### src/pkg/rlc_pkg.sv
/*
 * Constants and types of the remote/local control front end.
 * Assumes bus lines arrive as true-high levels behind the bus transceivers.
 */
package rlc_pkg;

    // ------------------------------------------------------------
    // Bus address
    // ------------------------------------------------------------
    localparam logic [4:0] ADDR_RESET = 5'h1c;
    localparam logic [4:0] ADDR_MAX   = 5'h1e;

    // ------------------------------------------------------------
    // Interface message codes
    // ------------------------------------------------------------
    localparam logic [7:0] MSG_GTL     = 8'h01;
    localparam logic [7:0] MSG_LLO     = 8'h11;
    localparam logic [7:0] MSG_UNL     = 8'h3f;
    localparam logic [7:0] MSG_UNT     = 8'h5f;
    localparam logic [2:0] LISTEN_BASE = 3'h1;
    localparam logic [2:0] TALK_BASE   = 3'h2;

    // ------------------------------------------------------------
    // Serial framing and control characters
    // ------------------------------------------------------------
    localparam int         UART_DATA_BITS = 8;
    localparam int         UART_STOP_BITS = 1;
    localparam logic [7:0] CHAR_CR        = 8'h0d;
    localparam logic [7:0] CHAR_LF        = 8'h0a;
    localparam logic [15:0] BAUD_DIV_MIN  = 16'h0004;

    // ------------------------------------------------------------
    // Widths and synchroniser depth
    // ------------------------------------------------------------
    localparam int SETTINGS_W     = 32;
    localparam int SYNC_STAGES    = 2;

    // ------------------------------------------------------------
    // Types
    // ------------------------------------------------------------
    typedef enum logic {RLC_LOCAL, RLC_REMOTE} rlc_mode_t;
    typedef enum logic {AH_IDLE, AH_ACCEPTED} rlc_ah_t;
    typedef enum logic [1:0] {RX_IDLE, RX_START, RX_DATA, RX_STOP} rlc_rx_t;

endpackage : rlc_pkg

### src/hw/rlc_sync.sv
/*
 * Two-flop synchroniser for a group of pin levels.
 * Assumes each bit is an independent slow level.
 */
`timescale 1ns/1ps
module rlc_sync
    import rlc_pkg::*;
#(
    parameter int W = 1
) (
    // Clock and reset
    input  wire logic         sys_clk_in,
    input  wire logic         rst_n_in,
    // Levels
    input  wire logic [W-1:0] async_in,
    output logic      [W-1:0] sync_out
);

    logic [W-1:0] meta;

    initial begin
        if (W < 1) $error("rlc_sync: W must be at least 1");
    end

    // First stage is read only by the second
    always_ff @(posedge sys_clk_in or negedge rst_n_in) begin
        if (!rst_n_in) begin
            meta     <= '0;
            sync_out <= '0;
        end else begin
            meta     <= async_in;
            sync_out <= meta;
        end
    end

endmodule : rlc_sync

### src/hw/rlc_uart_rx.sv
/*
 * Serial receiver, 8 data bits, no parity, 1 stop bit.
 * Assumes rx_in is already synchronised and baud_div_in is clocks per bit.
 */
`timescale 1ns/1ps
module rlc_uart_rx
    import rlc_pkg::*;
(
    // Clock and reset
    input  wire logic        sys_clk_in,
    input  wire logic        rst_n_in,
    // Line and rate
    input  wire logic        rx_in,
    input  wire logic [15:0] baud_div_in,
    // Received byte
    output logic [7:0]       byte_out,
    output logic             valid_out,
    output logic             frame_err_out
);

    rlc_rx_t     state;
    logic [15:0] cnt;
    logic [2:0]  bit_idx;
    logic [15:0] div;

    // Too small a divisor cannot place the mid-bit sample
    assign div = (baud_div_in < BAUD_DIV_MIN) ? BAUD_DIV_MIN : baud_div_in;

    always_ff @(posedge sys_clk_in or negedge rst_n_in) begin
        if (!rst_n_in) begin
            state         <= RX_IDLE;
            cnt           <= 16'h0000;
            bit_idx       <= 3'h0;
            byte_out      <= 8'h00;
            valid_out     <= 1'b0;
            frame_err_out <= 1'b0;
        end else begin
            valid_out     <= 1'b0;
            frame_err_out <= 1'b0;
            unique case (state)
                RX_IDLE: begin
                    if (!rx_in) begin
                        state <= RX_START;
                        cnt   <= {1'b0, div[15:1]};
                    end
                end
                RX_START: begin
                    if (cnt != 16'h0000) begin
                        cnt <= cnt - 16'h0001;
                    end else if (rx_in) begin
                        state <= RX_IDLE;
                    end else begin
                        state   <= RX_DATA;
                        cnt     <= div - 16'h0001;
                        bit_idx <= 3'h0;
                    end
                end
                RX_DATA: begin
                    if (cnt != 16'h0000) begin
                        cnt <= cnt - 16'h0001;
                    end else begin
                        byte_out <= {rx_in, byte_out[7:1]};
                        cnt      <= div - 16'h0001;
                        bit_idx  <= bit_idx + 3'h1;
                        if (bit_idx == 3'h7) state <= RX_STOP;
                    end
                end
                RX_STOP: begin
                    if (cnt != 16'h0000) begin
                        cnt <= cnt - 16'h0001;
                    end else begin
                        state         <= RX_IDLE;
                        valid_out     <= rx_in;
                        frame_err_out <= !rx_in;
                    end
                end
            endcase
        end
    end

endmodule : rlc_uart_rx

### src/hw/rlc_remote_local.sv
/*
 * Remote/local state keeper and bus message sorter of an instrument.
 * Assumes true-high bus levels, a command processor on the same clock
 * that handles device messages, and a front panel that drives the key pin.
 */
`timescale 1ns/1ps

// Function
// - Power-on enters local state
// - Listen-addressed bus command enters remote
// - Serial CR or LF enters remote
// - Panel cannot change settings in remote
// - Remote held until key or bus release
// - Mode switch keeps all settings
// - Address resets to 28, accepts 0..30
// - Address writable from panel and bus command
// - LLO locks out the local key
// - REN false re-enables the local key
// - Show lockout; honour key only unlocked, or in serial remote
// - Key during busy returns remote afterwards
// - Serial is 8N1, rate and handshake selectable
// - Serial remote leaves only by local key
// - ATN bytes are interface messages
// - Non-ATN bytes are device messages
// - Universal always, addressed only when listener
// - Serial carries device messages only
// - Responses only after a query
// - Conflicting remote commands are ignored
module rlc_remote_local
    import rlc_pkg::*;
#(
    parameter int SET_W = SETTINGS_W
) (
    // Clock and reset
    input  wire logic             sys_clk_in,
    input  wire logic             rst_n_in,
    // Parallel bus pins
    input  wire logic [7:0]       bus_dio_in,
    input  wire logic             bus_dav_in,
    input  wire logic             bus_atn_in,
    input  wire logic             bus_ren_in,
    output logic                  bus_rfd_out,
    output logic                  bus_dac_out,
    // Serial pins and serial_settings_menu
    input  wire logic             ser_rx_in,
    input  wire logic [15:0]      baud_div_in,
    input  wire logic             handshake_en_in,
    output logic                  ser_cts_out,
    // Front panel
    input  wire logic             local_key_in,
    input  wire logic             panel_set_wr_in,
    input  wire logic [SET_W-1:0] panel_set_in,
    input  wire logic             bus_address_menu_wr_in,
    input  wire logic [4:0]       bus_address_menu_in,
    // Command processor
    input  wire logic             cmd_busy_in,
    input  wire logic             cmd_set_wr_in,
    input  wire logic [SET_W-1:0] cmd_set_in,
    input  wire logic             cmd_conflict_in,
    input  wire logic             set_bus_address_command_in,
    input  wire logic [4:0]       cmd_addr_in,
    input  wire logic             cmd_query_in,
    input  wire logic             resp_valid_in,
    input  wire logic [7:0]       resp_byte_in,
    input  wire logic             resp_last_in,
    // Device messages towards the command processor
    output logic [7:0]            dev_byte_out,
    output logic                  dev_valid_out,
    output logic                  dev_from_serial_out,
    output logic                  frame_err_out,
    // Responses towards the controller
    output logic [7:0]            resp_byte_out,
    output logic                  resp_valid_out,
    // State indications
    output logic                  remote_out,
    output logic                  via_serial_out,
    output logic                  lockout_out,
    output logic                  listener_out,
    output logic                  talker_out,
    output logic [4:0]            bus_addr_out,
    output logic [SET_W-1:0]      settings_out
);

    // ------------------------------------------------------------
    // Declarations
    // ------------------------------------------------------------
    rlc_mode_t  mode;
    rlc_ah_t    ah_state;
    logic [7:0] s_dio;
    logic       s_dav;
    logic       s_atn;
    logic       s_ren;
    logic       s_key;
    logic       s_rx;
    logic [7:0] rx_byte;
    logic       rx_valid;
    logic       rx_ferr;
    logic       key_q;
    logic       busy_q;
    logic       rebound;
    logic       query_pending;
    logic       take;
    logic       if_msg;
    logic       dev_msg;
    logic       llo_hit;
    logic       gtl_hit;
    logic       my_listen;
    logic       my_talk;
    logic       remote_bus;
    logic       serial_term;
    logic       key_rise;
    logic       key_ok;
    logic       busy_done;
    logic       panel_ok;
    logic       cmd_ok;

    initial begin
        if (SET_W < 1) $error("rlc_remote_local: SET_W must be at least 1");
    end

    // ------------------------------------------------------------
    // Pin synchronisers and serial receiver
    // ------------------------------------------------------------
    rlc_sync #(.W(13)) u_sync (
        .sys_clk_in (sys_clk_in),
        .rst_n_in   (rst_n_in),
        .async_in   ({bus_dio_in, bus_dav_in, bus_atn_in, bus_ren_in, local_key_in, ser_rx_in}),
        .sync_out   ({s_dio, s_dav, s_atn, s_ren, s_key, s_rx})
    );

    // 8N1 framing is fixed; only the rate comes from the menu
    rlc_uart_rx u_rx (
        .sys_clk_in    (sys_clk_in),
        .rst_n_in      (rst_n_in),
        .rx_in         (s_rx),
        .baud_div_in   (baud_div_in),
        .byte_out      (rx_byte),
        .valid_out     (rx_valid),
        .frame_err_out (rx_ferr)
    );

    // Hold-off when busy only if the controller honours the handshake
    assign ser_cts_out = !handshake_en_in || !cmd_busy_in;

    // ------------------------------------------------------------
    // Acceptor handshake
    // ------------------------------------------------------------
    // A serial byte has the output slot first; the bus byte waits a cycle
    assign take = (ah_state == AH_IDLE) && s_dav && !rx_valid;

    always_ff @(posedge sys_clk_in or negedge rst_n_in) begin
        if (!rst_n_in) begin
            ah_state <= AH_IDLE;
        end else begin
            unique case (ah_state)
                AH_IDLE:     if (take) ah_state <= AH_ACCEPTED;
                AH_ACCEPTED: if (!s_dav) ah_state <= AH_IDLE;
            endcase
        end
    end

    assign bus_rfd_out = (ah_state == AH_IDLE);
    assign bus_dac_out = (ah_state == AH_ACCEPTED);

    // ------------------------------------------------------------
    // Message sorting
    // ------------------------------------------------------------
    assign if_msg    = take && s_atn;
    assign dev_msg   = take && !s_atn && listener_out;
    assign my_listen = if_msg && (s_dio == {LISTEN_BASE, bus_addr_out});
    assign my_talk   = if_msg && (s_dio == {TALK_BASE, bus_addr_out});
    assign llo_hit   = if_msg && (s_dio == MSG_LLO);
    assign gtl_hit   = if_msg && (s_dio == MSG_GTL) && listener_out;

    always_ff @(posedge sys_clk_in or negedge rst_n_in) begin
        if (!rst_n_in) begin
            listener_out <= 1'b0;
            talker_out   <= 1'b0;
        end else if (if_msg) begin
            if (my_listen) listener_out <= 1'b1;
            else if (s_dio == MSG_UNL) listener_out <= 1'b0;
            if (my_talk) talker_out <= 1'b1;
            else if ((s_dio == MSG_UNT) || (s_dio[7:5] == TALK_BASE)) talker_out <= 1'b0;
        end
    end

    // Serial bytes are always device messages
    always_ff @(posedge sys_clk_in or negedge rst_n_in) begin
        if (!rst_n_in) begin
            dev_byte_out        <= 8'h00;
            dev_valid_out       <= 1'b0;
            dev_from_serial_out <= 1'b0;
            frame_err_out       <= 1'b0;
        end else begin
            dev_valid_out <= rx_valid || dev_msg;
            frame_err_out <= rx_ferr;
            if (rx_valid) begin
                dev_byte_out        <= rx_byte;
                dev_from_serial_out <= 1'b1;
            end else if (dev_msg) begin
                dev_byte_out        <= s_dio;
                dev_from_serial_out <= 1'b0;
            end
        end
    end

    // ------------------------------------------------------------
    // Remote and local state
    // ------------------------------------------------------------
    assign remote_bus  = my_listen && s_ren;
    assign serial_term = rx_valid && ((rx_byte == CHAR_CR) || (rx_byte == CHAR_LF));
    assign key_rise    = s_key && !key_q;
    // Lockout only guards a bus-controlled session
    assign key_ok      = key_rise && (!lockout_out || via_serial_out);
    assign busy_done   = busy_q && !cmd_busy_in;

    always_ff @(posedge sys_clk_in or negedge rst_n_in) begin
        if (!rst_n_in) begin
            key_q  <= 1'b0;
            busy_q <= 1'b0;
        end else begin
            key_q  <= s_key;
            busy_q <= cmd_busy_in;
        end
    end

    // Entries come last so that a new remote request wins
    always_ff @(posedge sys_clk_in or negedge rst_n_in) begin
        if (!rst_n_in) begin
            mode           <= RLC_LOCAL;
            via_serial_out <= 1'b0;
        end else begin
            if (mode == RLC_REMOTE) begin
                if (!via_serial_out && (!s_ren || gtl_hit)) mode <= RLC_LOCAL;
                if (key_ok) mode <= RLC_LOCAL;
            end
            if (rebound && busy_done) mode <= RLC_REMOTE;
            if (remote_bus) begin
                mode           <= RLC_REMOTE;
                via_serial_out <= 1'b0;
            end
            if (serial_term) begin
                mode           <= RLC_REMOTE;
                via_serial_out <= 1'b1;
            end
        end
    end

    assign remote_out = (mode == RLC_REMOTE);

    // Remember a key press that arrived while a command was still running
    always_ff @(posedge sys_clk_in or negedge rst_n_in) begin
        if (!rst_n_in) begin
            rebound <= 1'b0;
        end else if (remote_out && key_ok && cmd_busy_in) begin
            rebound <= 1'b1;
        end else if (busy_done || remote_bus || serial_term) begin
            rebound <= 1'b0;
        end
    end

    // Set wins over the clear by REN
    always_ff @(posedge sys_clk_in or negedge rst_n_in) begin
        if (!rst_n_in) begin
            lockout_out <= 1'b0;
        end else if (llo_hit) begin
            lockout_out <= 1'b1;
        end else if (!s_ren) begin
            lockout_out <= 1'b0;
        end
    end

    // ------------------------------------------------------------
    // Settings and bus address
    // ------------------------------------------------------------
    assign panel_ok = !remote_out;
    assign cmd_ok   = remote_out && !cmd_conflict_in;

    // Mode changes never touch this register
    always_ff @(posedge sys_clk_in or negedge rst_n_in) begin
        if (!rst_n_in) begin
            settings_out <= '0;
        end else if (cmd_set_wr_in && cmd_ok) begin
            settings_out <= cmd_set_in;
        end else if (panel_set_wr_in && panel_ok) begin
            settings_out <= panel_set_in;
        end
    end

    // The controller must follow a changed address itself
    always_ff @(posedge sys_clk_in or negedge rst_n_in) begin
        if (!rst_n_in) begin
            bus_addr_out <= ADDR_RESET;
        end else if (set_bus_address_command_in && cmd_ok && (cmd_addr_in <= ADDR_MAX)) begin
            bus_addr_out <= cmd_addr_in;
        end else if (bus_address_menu_wr_in && panel_ok
                     && (bus_address_menu_in <= ADDR_MAX)) begin
            bus_addr_out <= bus_address_menu_in;
        end
    end

    // ------------------------------------------------------------
    // Responses
    // ------------------------------------------------------------
    always_ff @(posedge sys_clk_in or negedge rst_n_in) begin
        if (!rst_n_in) begin
            query_pending <= 1'b0;
        end else if (cmd_query_in) begin
            query_pending <= 1'b1;
        end else if (resp_valid_in && resp_last_in) begin
            query_pending <= 1'b0;
        end
    end

    always_ff @(posedge sys_clk_in or negedge rst_n_in) begin
        if (!rst_n_in) begin
            resp_byte_out  <= 8'h00;
            resp_valid_out <= 1'b0;
        end else begin
            resp_valid_out <= resp_valid_in && query_pending;
            if (resp_valid_in && query_pending) resp_byte_out <= resp_byte_in;
        end
    end
endmodule : rlc_remote_local

### config.mk
export PLATFORM = sky130hd
export DESIGN_NAME = rlc_remote_local
export DESIGN_NICKNAME = d
export VERILOG_FILES = /design/src/pkg/rlc_pkg.sv /design/src/hw/rlc_sync.sv /design/src/hw/rlc_uart_rx.sv /design/src/hw/rlc_remote_local.sv
export SDC_FILE = /design/constraint.sdc
export NUM_CORES = 1
export LEC_CHECK = 0
export ABC_AREA = 1
export BUFFER_PORTS_ARGS = -buffer_cell sky130_fd_sc_hd__buf_2
export CORE_MARGIN = 2
export CORE_UTILIZATION = 48
export DETAILED_ROUTE_END_ITERATION = 6
export PLACE_DENSITY = 0.77
export SLEW_MARGIN = 25
export SYNTH_ARGS = -nofsm -noshare
export SYNTH_HDL_FRONTEND = slang
export SYNTH_HIERARCHICAL = 1
export SYNTH_SLANG_ARGS = --single-unit
### constraint.sdc
create_clock -name sys_clk_in -period 1.8 [get_ports sys_clk_in]
set_input_delay 0.09 -clock sys_clk_in [delete_from_list [all_inputs] [get_ports sys_clk_in]]
set_output_delay 0.09 -clock sys_clk_in [all_outputs]
set_load 0.1 [all_outputs]
==> flow_metrics.tcl <==
set metrics [dict create \
    power_frac_comb_pct 40.3 \
    syn_inst 861 \
    grt_setup_unrepaired "yes" \
    clkTransAtPathRegs_ns 0.05 \
    gp_congestion 0.898 \
    placed_area_sq_mm 0.00815 \
    post_synth.cell_area_avg_sq_um 7.73 \
    path_max_fanout 8 \
    cts_buffer_depth 2 \
    grt_usage_pct 27.6 \
    dpl.cell_count 1252 \
    cts_made_buffers 17 \
    netSwitchingPower_mw 4.73 \
    wl_um 20500 \
    syn_area_sq_mm 0.00665 \
    skew_ns 0.00598 \
    utilization_pct 70.1 \
    clock_sinks 124 \
    fin_crit_sh_pct 102 \
    drive_above_1_share_pct 29.5 \
    path_delay_family "simple AND/OR/NAND/NOR gates" \
    synthMuxAreaShare_pct 0.169 \
    power.density_mw_per_mm2 1230 \
    n_antenna_cell 0 \
    violations "negative setup slack" \
    root_buffer "clkbuf_16" \
    synth_top_family_by_area "simple AND/OR/NAND/NOR gates" \
    start_util_pct 48.5 \
    io_pins 188 \
    irDropWorstVdd_v 0.000731 \
    syn_nets 993 \
    period_minus_slack_ns 1.83 \
    p_leak_nw 5.08 \
    drtPass1Iterations 5 \
    finalSetupViolations 8 \
    synth-compound-area-share_pct 8.73 \
    ys_warn_count 6 \
    cp_cell_sequence "inv_2 -> ha_4 -> nand2_4 -> nor2_4 -> nand4_4 -> nor2_2 -> nand3_2 -> nor2_4 -> inv_4 -> nor2_8 -> nand2_2 -> o21ai_2" \
    synthArstFlopShare_pct 100 \
    grt_overflow 0 \
    criticalPathCategory "reg -> reg" \
    nets 1296 \
    stdcell_count 1356 \
    synth.distinct_cells 46 \
    fp-row-count 43 \
    die-height_um 122 \
    cp_common_cell "nor2_4" \
    syn_to_final_growth_pct 44.6 \
    ys_ff_latch 124 \
    critPathLaunchType "flip-flop" \
    clk_latency_ns 0.42 \
    grt_pass1_wl_um 32200 \
    crit_arrival_ns 2.18 \
    tightest_slew_ns 0.642 \
    route.detailed.drc 0 \
    routedWlPerCell_um 15.1 \
    critical_path.endpoint_type "flip-flop" \
    antenna_found_initial 0 \
    share_seq_of_total_power_pct 29.8 \
    io_buffers 187 \
    cts_max_level 4 \
    synth_flop_cell "dfrtp_1" \
    fin_hold_ws_ns 0.0153 \
    via_per_inst 5.21 \
    core_area_sq_mm 0.0137 \
    hold_class "in -> reg" \
    cp_num_buf_inv 2 \
    final.setup.tns_ns -0.159 \
    worst_slack_ns -0.0342 \
    relSlewSlack_pct 57.1 \
    vias 7063 \
    synth-simple-area-share_pct 32.2 \
    max_freq_mhz 545 \
    p_int_mw 7.14 \
    finalInstanceArea_sq_mm 0.00962 \
    finalPower_mw 11.9 \
    synth-seq-area-share_pct 46.7 \
    die_area_sq_mm 0.0148 \
    cap_violations 0 \
    grt_max_degree 88 \
    synth_edf_count 0 \
    swShare_pct 39.8 \
    worstPathRequired_ns 2.14 \
    slowest_stage "dfrtp_1" \
    p_clk_share_pct 29.9 \
    drtAntennaViolNets 0 \
    status "finished with violations" \
    grt_pass1_vias 6824 \
    dr.first_iter.drc_count 480 \
    drv_slew 0 \
    hpwl_um 13100 \
    synth_xor_area_share_pct 2.24 \
    die_w_um 122 \
    cts_tree "done" \
    place_ws_ns -0.133 \
    hold_violations 0 \
    synthAdderAreaFrac_pct 1.69 \
    crit_path_max_incr_delay_ns 0.38 \
]
## routing by layer
metal | up-vias | GRT usage [%] | part of all wire (%)
li1 | 3382 | - | -
met1 | 3244 | 32.9 | 39
met2 | 346 | 46.5 | 50
met3 | 91 | 7.02 | 7.2
met4 | 0 | 13.4 | 4.2
met5 | - | 0 | 0
## tightest hold or removal path, stage by stage
cell	delay [ns]
buf_2	0.07
nand3_1	0.06
nand3_1	0.07
o21ai_1	0.05
inv_1	0.04
## placed cells by master, fill, tap and decap left out, types with 5 or more instances in the layout
master,instances
nand2_1,225
buf_2,186
dfrtp_1,119
nand3_1,110
inv_1,96
dlygate4sd3_1,65
nor2_1,58
buf_4,49
o21ai_1,34
o21ai_0,32
a21oi_1,18
clkbuf_16,17
nand2_2,14
nand4_1,10
xor2_1,10
nor2_2,9
inv_2,8
nor3_1,8
ha_1,8
a31oi_1,7
nor2_4,7
xnor2_1,6
buf_12,6
clkinv_2,5
buf_6,5
## sequential cells by signal, indices dropped and copies added, names as in the netlist, 3 cells and up, named ones only
signal and flops:
u_sync/sync_out 13, u_rx/bit_idx 3, u_sync/meta 13, settings_out 32, u_rx/cnt 16, resp_byte_out 8
u_rx/byte_out 8, bus_addr_out 5, dev_byte_out 8
## path summary, 6_finish.rpt
check	slack (ns)	start	depth (start not counted)	endpoint
max	-0.03	u_rx/cnt[1]	12	u_rx/bit_idx[0]
min	0.02	panel_set_in[4]	5	settings_out[4]
max reg2reg	-0.03	u_rx/cnt[1]	12	u_rx/bit_idx[0]
min reg2reg	0.35	u_sync/meta[0]	0	u_sync/sync_out[0]
max in group asynchronous	1.13	rst_n_in	3	bus_dac_out
min in group asynchronous	0.25	rst_n_in	3	settings_out[24]
## layout make-up
cell class,count,area [sq um]
well taps,180,225
fillers,1021,4100
clock buffers,19,443
flip-flops and latches,124,3110
inverters,108,413
clock inverters,12,171
multi-input cells,601,3100
repair buffers,312,2150
## cells in the mapped netlist (7+ instances only)
cell | count | area share [%]
nand4_1 | 10 | 0.94
buf_2 | 7 | 0.53
clkbuf_1 | 13 | 0.73
ha_1 | 9 | 1.7
a31oi_1 | 7 | 0.66
nor2_1 | 61 | 3.4
o21ai_0 | 34 | 2.6
nand2_1 | 233 | 13
nor2_2 | 7 | 0.66
nand2_2 | 9 | 0.85
a21oi_1 | 19 | 1.4
dfrtp_1 | 121 | 46
nor3_1 | 10 | 0.75
o21ai_1 | 33 | 2.5
nand3_1 | 110 | 8.3
xor2_1 | 11 | 1.4
inv_1 | 100 | 5.6
## cell families (layout without fill, tap and decap cells)
| group | count (synthesis) | in the layout |
|---|---|---|
| fa+ha+maj | 9 | 9 |
| flops | 124 | 124 |
| mux | 1 | 1 |
| buf+inv | 136 | 451 |
| compound gates | 107 | 107 |
| xor+xnor | 17 | 17 |
| simple gates | 467 | 467 |
## power by group through the flow
stage | registers [mW] | clock network (mW) | logic [mW]
after global routing | 3.59 | 3.72 | 5.17
after CTS | 3.51 | 3.58 | 4.63
after global placement | 3.54 | 0 | 4.17
final | 3.54 | 3.55 | 4.78
after detailed placement | 3.56 | 0 | 4.24
after floorplan | 4.50 | 0 | 2.09
## repair_timing
action	in CTS	in global routing
pin swaps	13	27
endpoints found under the setup margin	14	30
resized for setup	12	25
endpoints found under the hold margin	182	0
gates cloned	1	0
buffers inserted	7	2
hold buffers	65	0
Note: power is estimated with default switching activity, not from simulation.
